[src/hw/fp_load_pkg.sv]
// Constants, field positions and states for the floating-point load decoder.
// Assumes a 32-bit core with big-endian bit numbering in the instruction word (bit 0 is the MSB).
// Contract
// RQ1 - Decode opcode 31, extended 823 as quad load with update indexed.
// RQ2 - Decode opcode 31, extended 791 as quad load indexed.
// RQ3 - Indexed quad address is base plus index, or index alone if base field zero.
// RQ4 - Quad writes doubleword at address to target, address plus eight to next, wrapping.
// RQ5 - Quad update form writes address into base register when base field nonzero.
// RQ6 - No form touches floating status register or condition field 0, record bit ignored.
// RQ7 - Quad forms accepted only when the variant supports quad loads.
// RQ8 - Opcode 48 loads single word, converts to double, writes target register.
// RQ9 - Opcode 49 does the same conversion and write, with update.
// RQ10 - Single address is sign-extended displacement plus base, or displacement alone.
// RQ11 - Single update writes base only when base nonzero and no alignment or storage fault.
// RQ12 - Non-update forms never write the base register.
package fp_load_pkg;
   localparam logic [5:0] OPC_INDEXED    = 6'h1F;
   localparam logic [5:0] OPC_SINGLE     = 6'h30;
   localparam logic [5:0] OPC_SINGLE_UPD = 6'h31;
   localparam logic [9:0] XOP_QUAD_UPD   = 10'h337;
   localparam logic [9:0] XOP_QUAD       = 10'h317;
   // Positions as LSB indices of a [31:0] vector
   localparam int OPC_LSB  = 26;
   localparam int TGT_LSB  = 21;
   localparam int BASE_LSB = 16;
   localparam int IDX_LSB  = 11;
   localparam int XOP_LSB  = 1;
   localparam logic [31:0] DWORD_STEP = 32'h0000_0008;
   localparam logic [4:0]  LAST_FREG  = 5'h1F;
   localparam logic [10:0] DBL_BIAS_ADJ = 11'h380;

   typedef enum logic [4:0] {
      ST_IDLE  = 5'b00001,
      ST_RD0   = 5'b00010,
      ST_RD1   = 5'b00100,
      ST_WB    = 5'b01000,
      ST_DONE  = 5'b10000
   } state_e;
endpackage : fp_load_pkg

[src/hw/fp_load_decode_ea.sv]
// Decoder and sequencer for quad indexed and single displacement floating-point loads.
// Assumes the core holds issue until done pulses, and memory answers each read with one rdValid.
module fp_load_decode_ea #(
   parameter bit QUAD_SUPPORT = 1'b1
) (
   // Clock and reset
   input  wire logic        mclk,
   input  wire logic        rst_b,
   // Instruction issue
   input  wire logic        issueValid,
   input  wire logic [31:0] instr,
   output logic             issueReady,
   output logic             illegal,
   output logic             done,
   // General register read ports, addressed by the decoded fields
   output logic [4:0]       baseRegAddr,
   output logic [4:0]       indexRegAddr,
   input  wire logic [31:0] baseRegData,
   input  wire logic [31:0] indexRegData,
   // Memory read request and answer
   output logic             rdReq,
   output logic [31:0]      effectiveAddress,
   output logic             rdDouble,
   input  wire logic        rdValid,
   input  wire logic [63:0] rdData,
   input  wire logic        alignFault,
   input  wire logic        storageFault,
   // Float register write port
   output logic             floatWrEn,
   output logic [4:0]       floatWrAddr,
   output logic [63:0]      floatWrData,
   // General register writeback of the address
   output logic             genWrEn,
   output logic [4:0]       genWrAddr,
   output logic [31:0]      genWrData,
   // Status and condition register writes, never used by these loads
   output logic             fpscrWrEn,
   output logic             cr0WrEn
);
   typedef struct packed {
      fp_load_pkg::state_e st;
      logic        quad;
      logic        upd;
      logic        fault;
      logic [4:0]  tgt;
      logic [4:0]  base;
      logic [31:0] ea;
      logic        fwe;
      logic [4:0]  fwa;
      logic [63:0] fwd;
      logic        gwe;
      logic        dn;
      logic        ill;
   } state_s;

   state_s cur_r, cur_nxt;

   function automatic logic [63:0] singleToDouble(input logic [31:0] s);
      logic [10:0] e;
      e = {3'h0, s[30:23]} + fp_load_pkg::DBL_BIAS_ADJ;
      if (s[30:23] == 8'h00)
         singleToDouble = {s[31], 63'h0};
      else if (s[30:23] == 8'hFF)
         singleToDouble = {s[31], 11'h7FF, s[22:0], 29'h0};
      else
         singleToDouble = {s[31], e, s[22:0], 29'h0};
   endfunction : singleToDouble

   logic [5:0]  opc;
   logic [9:0]  xop;
   logic        isQuadUpd, isQuad, isSgl, isSglUpd, legal;
   logic [31:0] dispExt;

   assign opc = instr[fp_load_pkg::OPC_LSB +: 6];
   assign xop = instr[fp_load_pkg::XOP_LSB +: 10];
   assign isQuadUpd = QUAD_SUPPORT && opc == fp_load_pkg::OPC_INDEXED && xop == fp_load_pkg::XOP_QUAD_UPD; // RQ1 RQ7
   assign isQuad    = QUAD_SUPPORT && opc == fp_load_pkg::OPC_INDEXED && xop == fp_load_pkg::XOP_QUAD;     // RQ2 RQ7
   assign isSgl     = opc == fp_load_pkg::OPC_SINGLE;     // RQ8
   assign isSglUpd  = opc == fp_load_pkg::OPC_SINGLE_UPD; // RQ9
   assign legal     = isQuadUpd | isQuad | isSgl | isSglUpd;
   assign dispExt   = {{16{instr[15]}}, instr[15:0]};
   assign baseRegAddr  = instr[fp_load_pkg::BASE_LSB +: 5];
   assign indexRegAddr = instr[fp_load_pkg::IDX_LSB +: 5];

   always_comb begin
      logic [31:0] offs;
      offs = 32'h0;
      cur_nxt = cur_r;
      cur_nxt.fwe = 1'b0;
      cur_nxt.gwe = 1'b0;
      cur_nxt.dn  = 1'b0;
      cur_nxt.ill = 1'b0;
      case (cur_r.st)
         fp_load_pkg::ST_IDLE: begin
            if (issueValid) begin
               if (!legal) begin
                  cur_nxt.ill = 1'b1;
                  cur_nxt.dn  = 1'b1;
               end else begin
                  offs = (isQuad | isQuadUpd) ? indexRegData : dispExt;
                  // Base field zero means literal zero, not register 0
                  cur_nxt.ea    = (baseRegAddr != 5'h00) ? baseRegData + offs : offs; // RQ3 RQ10
                  cur_nxt.quad  = isQuad | isQuadUpd;
                  cur_nxt.upd   = isQuadUpd | isSglUpd; // RQ12
                  cur_nxt.tgt   = instr[fp_load_pkg::TGT_LSB +: 5];
                  cur_nxt.base  = baseRegAddr;
                  cur_nxt.fault = 1'b0;
                  cur_nxt.st    = fp_load_pkg::ST_RD0;
               end
            end
         end
         fp_load_pkg::ST_RD0: begin
            if (rdValid) begin
               cur_nxt.fwe   = !(alignFault | storageFault);
               cur_nxt.fwa   = cur_r.tgt;
               cur_nxt.fwd   = cur_r.quad ? rdData : singleToDouble(rdData[31:0]); // RQ4 RQ8 RQ9
               cur_nxt.fault = alignFault | storageFault;
               if (cur_r.quad && !(alignFault | storageFault))
                  cur_nxt.st = fp_load_pkg::ST_RD1;
               else
                  cur_nxt.st = fp_load_pkg::ST_WB;
            end
         end
         fp_load_pkg::ST_RD1: begin
            if (rdValid) begin
               cur_nxt.fwe   = !(alignFault | storageFault);
               // 5-bit add wraps register 31 to register 0
               cur_nxt.fwa   = cur_r.tgt + 5'h01; // RQ4
               cur_nxt.fwd   = rdData;
               cur_nxt.fault = alignFault | storageFault;
               cur_nxt.st    = fp_load_pkg::ST_WB;
            end
         end
         fp_load_pkg::ST_WB: begin
            cur_nxt.gwe = cur_r.upd && cur_r.base != 5'h00 && !cur_r.fault; // RQ5 RQ11 RQ12
            cur_nxt.st  = fp_load_pkg::ST_DONE;
         end
         fp_load_pkg::ST_DONE: begin
            cur_nxt.dn = 1'b1;
            cur_nxt.st = fp_load_pkg::ST_IDLE;
         end
         default: cur_nxt.st = fp_load_pkg::ST_IDLE;
      endcase
   end

   always_ff @(posedge mclk) begin
      if (!rst_b) begin
         cur_r <= '{st: fp_load_pkg::ST_IDLE, default: '0};
      end else begin
         cur_r <= cur_nxt;
      end
   end

   assign issueReady = cur_r.st == fp_load_pkg::ST_IDLE;
   assign illegal    = cur_r.ill;
   assign done       = cur_r.dn;
   assign rdReq      = cur_r.st == fp_load_pkg::ST_RD0 || cur_r.st == fp_load_pkg::ST_RD1;
   assign rdDouble   = cur_r.quad;
   assign effectiveAddress = (cur_r.st == fp_load_pkg::ST_RD1) ? cur_r.ea + fp_load_pkg::DWORD_STEP : cur_r.ea; // RQ4
   assign floatWrEn   = cur_r.fwe;
   assign floatWrAddr = cur_r.fwa;
   assign floatWrData = cur_r.fwd;
   assign genWrEn     = cur_r.gwe;
   assign genWrAddr   = cur_r.base;
   assign genWrData   = cur_r.ea;
   // Record bit is not decoded and is deliberately ignored
   assign fpscrWrEn = 1'b0; // RQ6
   assign cr0WrEn   = 1'b0; // RQ6

   chk_base_write_cond: assert property (@(posedge mclk) disable iff (!rst_b)
      genWrEn |-> (cur_r.upd && genWrAddr != 5'h00 && !cur_r.fault)) else $error("base write without cause"); // RQ5
   chk_fault_no_update: assert property (@(posedge mclk) disable iff (!rst_b)
      (rdValid && rdReq && (alignFault || storageFault)) |-> ##2 !genWrEn) else $error("update after fault"); // RQ11
   chk_noupd_no_write: assert property (@(posedge mclk) disable iff (!rst_b)
      (issueReady && issueValid && (isQuad || isSgl)) |-> ##1 (!genWrEn)[*4]) else $error("non-update form wrote base"); // RQ12
   chk_pair_wrap: assert property (@(posedge mclk) disable iff (!rst_b)
      (cur_r.st == fp_load_pkg::ST_RD1 && rdValid && floatWrEn == 1'b0 && !alignFault && !storageFault)
      |-> ##1 (floatWrEn && floatWrAddr == cur_r.tgt + 5'h01)) else $error("second register wrong"); // RQ4
   chk_second_addr: assert property (@(posedge mclk) disable iff (!rst_b)
      cur_r.st == fp_load_pkg::ST_RD1 |-> effectiveAddress == $past(effectiveAddress) + 32'h8
      || $past(cur_r.st) == fp_load_pkg::ST_RD1) else $error("second address not plus eight"); // RQ4
   chk_no_status_write: assert property (@(posedge mclk) disable iff (!rst_b)
      !fpscrWrEn && !cr0WrEn) else $error("status register written"); // RQ6
   chk_quad_variant: assert property (@(posedge mclk) disable iff (!rst_b)
      (issueReady && issueValid && !QUAD_SUPPORT && opc == fp_load_pkg::OPC_INDEXED) |-> ##1 illegal)
      else $error("quad accepted without support"); // RQ7
   chk_single_ea: assert property (@(posedge mclk) disable iff (!rst_b)
      (issueReady && issueValid && (isSgl || isSglUpd)) |-> ##1
      effectiveAddress == (($past(baseRegAddr) != 5'h00) ? $past(baseRegData) + $past(dispExt) : $past(dispExt)))
      else $error("single address wrong"); // RQ10
   chk_quad_ea: assert property (@(posedge mclk) disable iff (!rst_b)
      (issueReady && issueValid && (isQuad || isQuadUpd)) |-> ##1
      effectiveAddress == (($past(baseRegAddr) != 5'h00) ? $past(baseRegData) + $past(indexRegData)
      : $past(indexRegData))) else $error("quad address wrong"); // RQ3
   chk_decode_quad: assert property (@(posedge mclk) disable iff (!rst_b)
      (issueReady && issueValid && isQuadUpd) |-> ##1 (rdReq && rdDouble)) else $error("quad update not decoded"); // RQ1
   chk_decode_quadx: assert property (@(posedge mclk) disable iff (!rst_b)
      (issueReady && issueValid && isQuad) |-> ##1 (rdReq && rdDouble && !cur_r.upd)) else $error("quad not decoded"); // RQ2
   chk_single_conv: assert property (@(posedge mclk) disable iff (!rst_b)
      (cur_r.st == fp_load_pkg::ST_RD0 && rdValid && !cur_r.quad && !alignFault && !storageFault
      && rdData[30:23] == 8'h7F) |-> ##1 (floatWrEn && floatWrData[62:52] == 11'h3FF)) else $error("conversion wrong"); // RQ8
   chk_single_upd: assert property (@(posedge mclk) disable iff (!rst_b)
      (issueReady && issueValid && isSglUpd) |-> ##1 (rdReq && !rdDouble && cur_r.upd)) else $error("single update wrong"); // RQ9
endmodule : fp_load_decode_ea

[config.mk]
export PLATFORM = sky130hd
export DESIGN_NAME = fp_load_decode_ea
export DESIGN_NICKNAME = d
export VERILOG_FILES = /design/src/hw/fp_load_pkg.sv /design/src/hw/fp_load_decode_ea.sv
export SDC_FILE = /design/constraint.sdc
export NUM_CORES = 1
export LEC_CHECK = 0
export ABC_CLOCK_PERIOD_IN_PS = 4500
export BUFFER_PORTS_ARGS = -buffer_cell sky130_fd_sc_hd__buf_2
export CORE_MARGIN = 2
export CORE_UTILIZATION = 50
export DETAILED_ROUTE_END_ITERATION = 12
export PLACE_DENSITY_LB_ADDON = 0.2
export SLEW_MARGIN = 10
export SYNTH_ARGS = -nofsm -noshare
export SYNTH_HDL_FRONTEND = slang
export SYNTH_SLANG_ARGS = --single-unit
[constraint.sdc]
create_clock -name mclk -period 4.5 [get_ports mclk]
set_clock_uncertainty 0.2 [all_clocks]
set_input_delay 0.9 -clock mclk [delete_from_list [all_inputs] [get_ports mclk]]
set_output_delay 0.9 -clock mclk [all_outputs]
set_load 0.03 [all_outputs]
==> out/summary.md, run 1 <==
The worst ir drop on vdd was 176 uV. For this run, design rule violations remaining after detail routing come to 0. The startpoint of the tightest hold check path was cur_r[115]$_SDFFE_PN0P_. The xor/xnor cell area share of the yosys netlist is 0.0495. For the final-report max-slew violation count, the log shows 0. Sorting the synthesized cells by area gives the leading types as sky130_fd_sc_hd__dfxtp_1 (29%), sky130_fd_sc_hd__buf_4 (11%), sky130_fd_sc_hd__nand2_1 (6.5%). The path with the worst hold slack has its endpoint at genWrEn$_SDFF_PN0_. Measured along the x axis, the die boundary spans 134 um. The portion of the clock cycle consumed by the worst path in the final layout is 0.899. In this design, the stage delay of the slowest critical-path cell is 0.43 ns. In the final design database the tool counted 1495 nets.

The max-slew headroom at the worst pin was 0.320; the final global-route overflow total was 0. By area, the combinational part of the netlist is dominated by compound AO/OA/AOI/OAI gates. The area share of fa/ha/maj cells after synthesis was 0.0554; the weighted congestion at the end of routability-driven global placement was 0.962.

The post-synthesis simple-gate area fraction was 0.201. The growth of design area from synthesis to finish works out to 19.6%. Worst min-delay path class: reg2reg. The critical path goes through buf_2 -> nand4b_1 -> nor4_2 -> and2_1 -> buf_4 -> nand2_1 -> nand2_1 -> ha_1 -> o21a_1 -> o211a_1 -> a2111oi_0 -> a21oi_1 -> a31o_2 -> a211oi_1 -> or3_1 -> a21oi_1. Final number of hold-violating endpoints: 0. After the flow finishes, the layout carries non-filler instances totaling 1525. For the violation count after the first detailed-routing iteration, the log shows 693. The count of hold-fix buffers inserted at cts is 0. The kind of capture point of the worst setup path is a flip-flop. The complex-gate fraction of the synthesized area was 0.258. The HPWL after detailed placement is 20300 um.

Based on the critical path, the design can be clocked at up to 247 MHz. Sequential fraction of the synthesis area: 0.290. The share of the synthesized area in the top cell type came out at 0.290.

The required time at the worst-slack endpoint was 4.58 ns. Max-cap violations in this run came to 0. Clock-pin slew was measured on the worst setup and hold paths at 0.06 ns.

Across all layers, the routed design uses 8611 vias. The share of synthesized registers carrying an async set or reset came out at 0. Dividing the detail-routed via count by the number of cells gives 5.65.

Dividing total power by cell area gives a power density of 295 nW/um^2. Clock latency on the worst-skew pair, taken at its later pin, is 0.40 ns. The Yosys warning count is 0. Post-route worst hold slack: 0.225 ns.

The routed design has 26300 um of wire. The run gives 18000 sq um as the floorplan die area. The run gives 0.278 as the total routing usage reported by global routing.

The start-to-end type of the worst setup path is in2reg. After detailed routing, the average wire length per cell comes to 17.2 um. After layout, the minimum clock period comes to 4.05 ns. After synthesis, the mean cell area works out to 7.77 sq um.

The via count of the first global-routing pass was 7764. The number of buffers created by CTS was 17. Leaving out fill and tap cells, the most frequent cell in the layout is sky130_fd_sc_hd__buf_2. Summed over all cells, the static leakage comes to 4.79 nW. Once the clock tree was built, the setup fixing pass inserted 0 buffers. The initial core utilization came out at 0.512. For the H-tree depth, the log shows 4. STA puts the critical path data arrival time at 4.13 ns. The critical path contains buffers and inverters numbering 2 combined. The depth of the worst hold-timing path is 1, and the proportion of synthesized area in mux cells is 0.00354. The count of endpoints failing setup in the final report was 0.

The synthesized netlist occupies a cell area of 8490 sq um. The completed layout was analyzed and its total power is 2.99 mW. The logs give 1093 for the synthesized instance count and 2 for the clock tree buffer depth. Port buffer count: 320. After filler insertion, the fill cell instance count of the layout stands at 1603. Entering global routing, the biggest net connects 52 pins. In this run the critical register-to-register path is launched from cur_r[121]$_SDFFE_PN0P_. In this run the critical register-to-register path is captured at floatWrData[41]$_SDFFE_PN0P_. The first global-routing pass estimated 40700 um of wire. In this run, synthesis inferred 0 flip-flops with an integrated enable.

For this run, the leading register cell type out of synthesis is sky130_fd_sc_hd__dfxtp_1. Total negative slack for setup checks: 0 ns. The sequential cell area was 2460 sq um; the number of instances resized during post-cts repair was 0.

Initial antenna violation count: 1. The library cells used most frequently in the layout, excluding fill and tap cells, are sky130_fd_sc_hd__buf_2 (320), sky130_fd_sc_hd__nand2_1 (146), sky130_fd_sc_hd__dfxtp_1 (123). Setup repair after global routing left no endpoint under its margin.

For the share of the core filled with cells, the log shows 0.612. The largest fanout on the critical path came out at 5. Largest area contributor in the netlist: sky130_fd_sc_hd__dfxtp_1. Worst reg-to-reg path cell count: 9. The run finished with clean final reports.

For flop-to-flop paths, the worst setup slack is 1.40 ns. The flip-flop and latch count after synthesis is 123. The floorplan step set the die height to 134 um.

The pre-antenna-repair detailed-routing pass consisted of 5 iterations. The ratio of cells with drive above 1 in the final layout is 0.321. For the total placed cells including tap cells, the log shows 1493. The run gives 323 as the count of pins on the block boundary.

The slowest stage of the critical path belongs to the cell sky130_fd_sc_hd__a2111oi_0. Core region area: 16600 sq um. For the number of distinct library cells after synthesis, the log shows 80.

The detail route stage leaves a number of antenna-violating nets equal to 0. CTS root buffer: sky130_fd_sc_hd__clkbuf_16. STA classifies the critical path startpoint as a primary input. The area taken by multi-input logic gates was 4840 sq um; the total clock sinks was 123.

The kind of cell with the highest combined delay along the critical path is compound AO/OA/AOI/OAI gates. After floorplanning, the core was divided into 47 placement rows. TritonCTS built the clock tree. The transition time at the pin with the least slew margin came out at 1.02 ns.
## worst max path at each step
stage,from,cells after the start,slack (ns),end
final,instr[31],16,0.45,genWrData[22]$_SDFFE_PN0P_
after global placement,instr[31],16,0.09,genWrData[22]$_SDFFE_PN0P_
after global routing,instr[31],15,0.23,genWrData[22]$_SDFFE_PN0P_
after detailed placement,instr[31],16,0.06,genWrData[22]$_SDFFE_PN0P_
after floorplan,instr[31],16,0.24,genWrData[31]$_SDFFE_PN0P_
after CTS,instr[31],16,0.48,genWrData[22]$_SDFFE_PN0P_
## cell usage after synthesis, drive strengths merged (3+ instances only)
library cell	count
nand4	16
or4	3
dfxtp	123
o211ai	5
clkbuf	48
o21a	14
a211o	3
and3	17
or3	3
xnor2	37
nor2	86
a41oi	8
nand2	147
nor4	7
ha	36
a31oi	10
a21o	26
a222oi	9
nor2b	3
nand3	34
mux2i	3
a311oi	3
inv	10
and4	6
o21ai	78
a22oi	44
nand2b	4
a211oi	12
a21oi	74
a221oi	4
buf	136
and2	12
xor2	11
nor3	17
o41ai	3
a2111oi	3
## state kept, by name, indices dropped and copies added (netlist names)
| name | flops |
|---|---|
| cur_r | 12 |
| done | 1 |
| floatWrAddr | 5 |
| floatWrData | 64 |
| floatWrEn | 1 |
| genWrAddr | 5 |
| genWrData | 32 |
| genWrEn | 1 |
| illegal | 1 |
| rdDouble | 1 |
## cells by family after synthesis
group                      count (synthesis)
DFF                                      123
adders and majority gates                 37
buffers and inverters                    194
xor gates and xnor gates                  48
AOI/OAI and AO/OA                        324
and+or+nand+nor                          363
other                                      1
muxes                                      3
## per-layer routing
metal / up-vias / wire, um / part of all wire / global-route usage
li1: 4210 / - / - / -
met1: 3977 / 11400 / 0.43 / 0.373
met2: 390 / 12400 / 0.47 / 0.452
met3: 34 / 2080 / 0.079 / 0.0525
met4: 0 / 442 / 0.017 / 0.0895
met5: - / 0 / 0 / 0
## final cells by class
class / instances / area share
Antenna cell: 1 / 0.000246
Clock buffer: 17 / 0.0419
Clock inverter: 14 / 0.0169
Inverter: 10 / 0.00370
Multi-Input combinational cell: 777 / 0.477
Sequential cell: 123 / 0.243
Tap cell: 220 / 0.0271
Timing Repair Buffer: 363 / 0.191
## metrics by stage
stage / setup slack (ns) / instance area (sq um)
final: 0.454 / 10200
after global routing: 0.231 / 10200
after CTS: 0.480 / 10200
after detailed placement: 0.0632 / 9550
after global placement: 0.0893 / 9550
after floorplan: 0.239 / 8500
## power breakdown
part           switching [mW]  internal [mW]  total (mW)
Sequential            0.00761           1.10        1.10
Clock                   0.499          0.870        1.37
Combinational           0.296          0.225       0.521
No activity file was read; power rests on OpenSTA's default activity.
==> run 2: changes to the inputs <==
--- a/config.mk
+++ b/config.mk
@@ -9,6 +9,7 @@
 export BUFFER_PORTS_ARGS = -buffer_cell sky130_fd_sc_hd__buf_2
 export CORE_MARGIN = 2
 export CORE_UTILIZATION = 50
+export CTS_BUF_LIST = sky130_fd_sc_hd__clkbuf_8
 export DETAILED_ROUTE_END_ITERATION = 12
 export PLACE_DENSITY_LB_ADDON = 0.2
 export SLEW_MARGIN = 10
==> run 2 against run 1 <==
  * Combinational power is essentially flat
  * Sequential cell count is the same
  * Register-to-register slack is essentially flat
  * Global-route usage shrank 0.13 points
  * Maximum frequency shrank 0.65%
  * Routed wire length shrank 0.29%
  * Utilization shrank 1.2 points
  * Critical path depth is the same
  * Clock-buffer cell count is the same
  * Total power shrank 12%
  * Sequential share of layout area grew 0.47 points
  * Largest cell class unchanged
==> out/summary.md, run 2 (same netlist as run 1, synthesis figures left out) <==
The run finished with clean final reports. Entering global routing, the biggest net connects 52 pins. Pin placement for this block handled 323 I/O pins. The run gives 0.420 as the proportion of power drawn by flip-flops and latches. The routed design has 26200 um of wire. After detailed routing, the average wire length per cell comes to 17.2 um. Global routing's busiest layer: met2. The repair_antennas step left the layout with diodes totalling 0. In this run the power spent charging and discharging nets is 0.760 mW. The latest clock arrival within the worst-skew pair was 0.43 ns. In the layout the commonest cells are sky130_fd_sc_hd__buf_2 (320), sky130_fd_sc_hd__nand2_1 (146), sky130_fd_sc_hd__dfxtp_1 (123). The region available for standard cell placement spans 16600 sq um. For the worst setup path, the data required time is 4.66 ns. For the clock tree buffer depth, the log shows 2. The kind of capture point of the worst setup path is a flip-flop. The worst register-to-register path begins at cur_r[121]$_SDFFE_PN0P_. The growth of design area from synthesis to finish came out at 17.3%.

The logs give 0.452 for the global-route met2 utilization and 1495 for the final-stage net count. Buffers placed on the I/O ports in this run total 320. The min-delay analysis places its worst path in the category reg2reg.

The critical path in this run is classified as in2reg. In this run the remaining antenna-violating nets after routing total 0. The tools report the final-report max-slew violation count as 0.

The instance count on the critical path works out to 16. The global routing usage on met3 is 0.0514, and the switching power share of the total is 0.289. The worst reg-to-reg path cell count was 9; the transition time at the pin with the least slew margin was 1.01 ns. The worst ir drop on vdd came out at 161 uV.

Ratio of cells with drive above 1 in the final layout: 0.321. For the initial antenna violation count, the log shows 0. The number of clock buffers added by TritonCTS is 17. The tools report the capture instance of the worst register-to-register path as floatWrData[41]$_SDFFE_PN0P_. The CTS root buffer was sky130_fd_sc_hd__clkbuf_8. The register-to-register path setup slack came out at 1.41 ns. The horizontal extent of the die was 134 um; the total negative slack for setup checks was 0 ns.

The proportion of power drawn by combinational gates came out at 0.199. TritonCTS built the clock tree. Summed over all nets, the half-perimeter wirelength after detailed placement is 20300 um.

After global routing the overflow that remains totals 0. Clock-pin slew was measured on the worst setup and hold paths at 0.08 ns. The completed layout was analyzed and its total power is 2.63 mW. The critical path endpoint was genWrData[22]$_SDFFE_PN0P_. Buffers added to address setup during post-CTS repair amount to 0. The flip-flop count of the largest register after layout is 64. For the reported leakage power, the log shows 4.71 nW. The via count of the first global-routing pass came out at 7712. Among all stages on the critical path, the largest delay is contributed by sky130_fd_sc_hd__a2111oi_0. On the critical path the largest part of the delay comes from simple AND/OR/NAND/NOR gates. Setup violations remaining at the end of the flow were counted as 0. The first global-routing pass estimated 40400 um of wire.

The final number of hold-violating endpoints is 0, and the cell-internal power is 1.87 mW. The total routing usage reported by global routing is 0.277, and the vertical die dimension is 134 um. The worst setup path is launched from a primary input. The share of power burned in the clock network was 0.382; the H-tree depth was 4. The number of instances resized during post-cts repair was 0; the number of filler cells placed in the layout was 1619. Timing would allow up to 246 MHz. The minimum period implied by the final worst setup slack is 4.07 ns.

The largest fanout on the critical path is 5, and the count of maximum capacitance violations is 0. The portion of the clock cycle consumed by the worst path in the final layout is 0.905, and the fraction of met1 tracks used by global routing is 0.374. For the worst setup path, the data arrival time is 4.23 ns.

The initial core utilization was 0.512. The critical path goes through buf_2 -> nand4b_1 -> nor4_2 -> and2_1 -> buf_4 -> nand2_1 -> nand2_1 -> ha_1 -> o21a_1 -> o211a_1 -> a2111oi_0 -> a21oi_1 -> nand3_2 -> nor2_1 -> or3_1 -> a21oi_1. For the max-slew headroom at the worst pin, the log shows 0.326. The violation count after the first detailed-routing iteration was 690. The number of buffers and inverters on the critical path is 2. Routability-driven placement finished with a final weighted congestion of 0.962. The logs give 6 for the first-pass iteration count of the detailed router and 123 for the total clock sinks. Across all layers, the routed design uses 8600 vias. For this run, design rule violations remaining after detail routing come to 0. The longest individual stage delay on the worst path was 0.47 ns. Setup repair after global routing left no endpoint under its margin.

The cell area power density is 264 nW/um^2. The critical path starts at instr[31]. The number of hold buffers added after CTS was 0. Dividing the detail-routed via count by the number of cells gives 5.64. The initialized floorplan defines 47 standard-cell rows. The floorplan step defined a die boundary enclosing 18000 sq um.

The commonest non-fill, non-tap cell in the layout is sky130_fd_sc_hd__buf_2.
## run 2: routing by layer
layer / share of wire / vias to the layer above / wire length (um)
li1: - / 4209 / -
met4: 0.015 / 0 / 384
met3: 0.082 / 27 / 2140
met1: 0.43 / 3973 / 11400
met5: 0 / - / 0
met2: 0.47 / 391 / 12300
## run 2: power groups by stage
stage | sequential [mW] | combinational [mW] | clock, mW
after CTS | 1.10 | 0.514 | 1.02
after global routing | 1.10 | 0.571 | 1.07
after global placement | 1.13 | 0.513 | 0
final | 1.10 | 0.522 | 1.00
after floorplan | 1.13 | 0.328 | 0
after detailed placement | 1.13 | 0.511 | 0
## run 2: how the worst min path moves through the flow
stage                                        from                 end  slack, ns  cells after the start
final                     cur_r[115]$_SDFFE_PN0P_  genWrEn$_SDFF_PN0_       0.23                      1
after global routing      cur_r[115]$_SDFFE_PN0P_  genWrEn$_SDFF_PN0_       0.26                      1
after CTS                 cur_r[115]$_SDFFE_PN0P_  genWrEn$_SDFF_PN0_       0.23                      1
after detailed placement  cur_r[115]$_SDFFE_PN0P_  genWrEn$_SDFF_PN0_       0.20                      1
after global placement    cur_r[115]$_SDFFE_PN0P_  genWrEn$_SDFF_PN0_       0.21                      1
after floorplan           cur_r[115]$_SDFFE_PN0P_  genWrEn$_SDFF_PN0_       0.19                      1
## run 2: stage by stage
stage	instance area, sq um	setup slack (ns)	utilization	hold slack (ns)	instances
2_1_floorplan	8500	0.239	-	0.190	1094
3_3_place_gp	9550	0.0893	0.576	0.212	1493
3_5_place_dp	9550	0.0632	0.576	0.203	1493
4_1_cts	9960	0.520	0.601	0.227	1524
5_1_grt	9960	0.267	0.601	0.256	1524
6_report	9960	0.427	0.601	0.227	1524
## run 2: area by class of cell
type                       instances  area (sq um)  area share
tap                              220           275      0.0276
clock buffer                      17           234      0.0235
multi-input combinational        777          4840       0.486
inverter                          10          37.5     0.00377
sequential                       123          2460       0.247
clock inverter                    14           171      0.0172
timing repair buffer             363          1940       0.194
## run 2: worst register-to-register path, cell delays in order (launching register included)
cell                      delay, ns
sky130_fd_sc_hd__dfxtp_1       0.37
sky130_fd_sc_hd__nor2_1        0.23
sky130_fd_sc_hd__nand2_1       0.14
sky130_fd_sc_hd__nor3_2        0.13
sky130_fd_sc_hd__buf_4         0.18
sky130_fd_sc_hd__nand2_1       0.06
sky130_fd_sc_hd__nand2_1       0.38
sky130_fd_sc_hd__and2_2        0.88
sky130_fd_sc_hd__a22oi_1       0.24
sky130_fd_sc_hd__o21ai_0       0.21
==> run 3: changes to the inputs <==
--- a/config.mk
+++ b/config.mk
@@ -8,7 +8,7 @@
 export ABC_CLOCK_PERIOD_IN_PS = 4500
 export BUFFER_PORTS_ARGS = -buffer_cell sky130_fd_sc_hd__buf_2
 export CORE_MARGIN = 2
-export CORE_UTILIZATION = 50
+export CORE_UTILIZATION = 30
 export CTS_BUF_LIST = sky130_fd_sc_hd__clkbuf_8
 export DETAILED_ROUTE_END_ITERATION = 12
 export PLACE_DENSITY_LB_ADDON = 0.2
==> run 3 against run 2 <==
  * Die area up 64%
  * Total power grew 7.4%
  * Clock power is 16% higher
  * Clock-buffer cell count grew 1
  * Register-to-register slack lost 0.22 ns
  * Critical path depth is the same
  * Utilization fell by 23 points
  * Combinational power grew 6.3%
  * Via count up 0.67%
  * Global-route usage fell by 9.0 points
  * Largest cell class unchanged
==> out/summary.md, run 3 (same netlist as run 1, synthesis figures left out) <==
Along the worst path, the maximum fanout reaches 10. The count of buffers added on input and output ports is 320. The ratio of cells with drive above 1 in the final layout works out to 0.336.

The start-to-end type of the worst setup path is in2reg. The count of non-filler cells in the finished layout came out at 1709. At the pin with the least slew margin, the transition time is 1.01 ns. The run gives 0 as the count of antenna diodes in the layout. The initial antenna violation count came out at 0.

The run finished with clean final reports. In this run the count of I/O pins placed on the die edge is 323. In this run the critical register-to-register path is launched from cur_r[121]$_SDFFE_PN0P_. After legalization and detailed placement, the total HPWL measured 22600 um.

The tree is rooted in a sky130_fd_sc_hd__clkbuf_8. After clock tree synthesis, the clock-pin slew on the worst setup and hold paths is 0.08 ns. Kind of capture point of the worst setup path: a flip-flop. Once placement completed, the tool counted placed cells totaling 1678.

TritonCTS built the clock tree. The total routing usage reported by global routing was 0.187. The first global-routing pass estimated 43500 um of wire. STA classifies the critical path startpoint as a primary input.

At the end of routability-driven placement, the weighted congestion stood at 0.900. The final wirelength was 29000 um; the longest individual stage delay on the worst path was 0.34 ns. The die is 172 um wide. The portion of the clock cycle consumed by the worst path in the final layout is 0.934. Setup violations remaining at the end of the flow were counted as 0.

The initial core utilization came out at 0.305. For the finished layout, the period the worst path requires is 4.20 ns. The core region area is 27900 sq um, and the worst reg-to-reg path cell count is 8.

The logs give 2 for the clock tree buffer depth and 7 for the first-pass iteration count of the detailed router. The cell area power density was 270 nW/um^2; the final total power was 2.82 mW. In the final layout, flip-flops and latches occupy 2460 sq um.

The H-tree was split into 4 levels. The clock net in this run drives a total of 123 sinks. The slowest stage of the critical path belongs to the cell sky130_fd_sc_hd__nor4_2. Timing would allow up to 238 MHz. Post-detailed-route count of antenna-violating nets: 0. The path class of the tightest hold or removal check is reg2reg. The via count of the first global-routing pass is 8004, and the violation count after the first detailed-routing iteration is 643. The run gives 0 as the final number of hold-violating endpoints.

Setup repair after global routing left no endpoint under its margin. Counting buffers and inverters, the worst setup path is 16 cells deep. Across the run, the number of max-cap violations was 0. Growth of design area from synthesis to finish: 23.1%. Row generation in the floorplan step produced 61 rows. The vertical die dimension works out to 172 um. Using the TritonRoute via totals, the vias-per-cell ratio works out to 5.07. The run gives 8658 as the vias after detailed routing.

The tools report the capture instance of the worst register-to-register path as floatWrData[35]$_SDFFE_PN0P_. Fill cells in the final layout number 2988. The setup check on the worst reg-to-reg path leaves a slack of 1.19 ns. Number of buffers created by CTS: 17. Global routing finished with a remaining overflow of 0.

The floorplan step defined a die boundary enclosing 29700 sq um. Entering global routing, the biggest net connects 52 pins. The run gives 0 as the final routed DRC violation total.

Traced cell by cell, the critical path runs through buf_2 -> nand4b_1 -> nor4_2 -> nand2_1 -> and2_1 -> buf_12 -> a21o_1 -> ha_1 -> and4_1 -> and4_1 -> a211oi_1 -> a21oi_1 -> nand2_1 -> o21ai_1 -> or2_1 -> a311o_1. The commonest non-fill, non-tap cell in the layout is sky130_fd_sc_hd__buf_2. The number of buffers and inverters on the critical path is 2.

Final-report max-slew violation count: 0. In the final layout, the multi-input gates occupy 4850 sq um. Broken down by cell family, the worst path's largest delay share belongs to simple AND/OR/NAND/NOR gates. The run gives 0.325 as the max-slew headroom at the worst pin. The tools report the worst ir drop on vdd as 170 uV.

The critical path endpoint was genWrData[31]$_SDFFE_PN0P_. The final-stage net count was 1522. Clock latency on the worst-skew pair, taken at its later pin, is 0.44 ns. In this run the static leakage power is 4.87 nW. In this run the worst setup path begins at instr[31]. The register with the most flip-flops in the layout has 64 of them. The required time at the worst-slack endpoint was 4.62 ns; the post-detailed-route wirelength per cell was 16.9 um. Leaving out fill and tap cells, the most frequent cells in the layout are sky130_fd_sc_hd__buf_2 (320), sky130_fd_sc_hd__nand2_1 (146), sky130_fd_sc_hd__dfxtp_1 (123). After clock tree synthesis, the setup repair step added 0 buffers. At the worst endpoint, the arrival time is 4.32 ns.
[run 3: timing repair]
| item | in CTS | in global routing |
|---|---|---|
| resized for setup | 0 | 2 |
| setup endpoints to repair | 0 | 5 |
| hold buffers | 0 | 0 |
[run 3: worst min-delay path by stage]
| stage | start | endpoint | slack (ns) | cells after the start |
|---|---|---|---|---|
| after floorplan | cur_r[115]$_SDFFE_PN0P_ | genWrEn$_SDFF_PN0_ | 0.19 | 1 |
| after global placement | cur_r[115]$_SDFFE_PN0P_ | genWrEn$_SDFF_PN0_ | 0.22 | 1 |
| after detailed placement | cur_r[115]$_SDFFE_PN0P_ | genWrEn$_SDFF_PN0_ | 0.21 | 1 |
| after CTS | cur_r[115]$_SDFFE_PN0P_ | genWrEn$_SDFF_PN0_ | 0.23 | 1 |
| after global routing | cur_r[115]$_SDFFE_PN0P_ | genWrEn$_SDFF_PN0_ | 0.26 | 1 |
| final | cur_r[115]$_SDFFE_PN0P_ | genWrEn$_SDFF_PN0_ | 0.24 | 1 |
[run 3: through the flow]
stage | TNS (ns) | cell area (sq um) | hold slack (ns) | setup WS (ns) | utilization
floorplan | 0 | 8500 | 0.190 | 0.239 | -
global placement | -0.478 | 9980 | 0.218 | -0.152 | 0.358
detailed placement | -0.535 | 9980 | 0.209 | -0.143 | 0.358
CTS | 0 | 10400 | 0.228 | 0.306 | 0.375
global route | 0 | 10500 | 0.259 | 0.0173 | 0.375
finish | 0 | 10500 | 0.237 | 0.296 | 0.375
[run 3: final cells by class]
type	instances	share of cell area
Inverter	10	0.00371
Clock inverter	13	0.0206
Timing Repair Buffer	390	0.207
Tap cell	378	0.0453
Sequential cell	123	0.236
Clock buffer	18	0.0237
Multi-Input combinational cell	777	0.464
[run 3: metal layers]
layer  wire length (um)  global-route usage
met3               1680              0.0259
met1              13500               0.252
met2              13300               0.309
met5                  0                   0
met4                454              0.0566
[run 3: where the power goes]
group          total (mW)  internal, mW  switching (mW)  leakage (nW)
combinational       0.555         0.246           0.309          3.65
clock                1.16         0.677           0.486         0.230
sequential           1.10          1.09         0.00787         0.991
[run 3: worst register-to-register path, stage by stage, from the launching register on]
cell                      delay (ns)
sky130_fd_sc_hd__dfxtp_1        0.38
sky130_fd_sc_hd__nor2_1         0.22
sky130_fd_sc_hd__nand2_1        0.13
sky130_fd_sc_hd__nor3_2         0.48
sky130_fd_sc_hd__nand2_1        0.11
sky130_fd_sc_hd__nand2_1        0.39
sky130_fd_sc_hd__and2_2         0.90
sky130_fd_sc_hd__a22oi_1        0.24
sky130_fd_sc_hd__o21ai_0        0.18
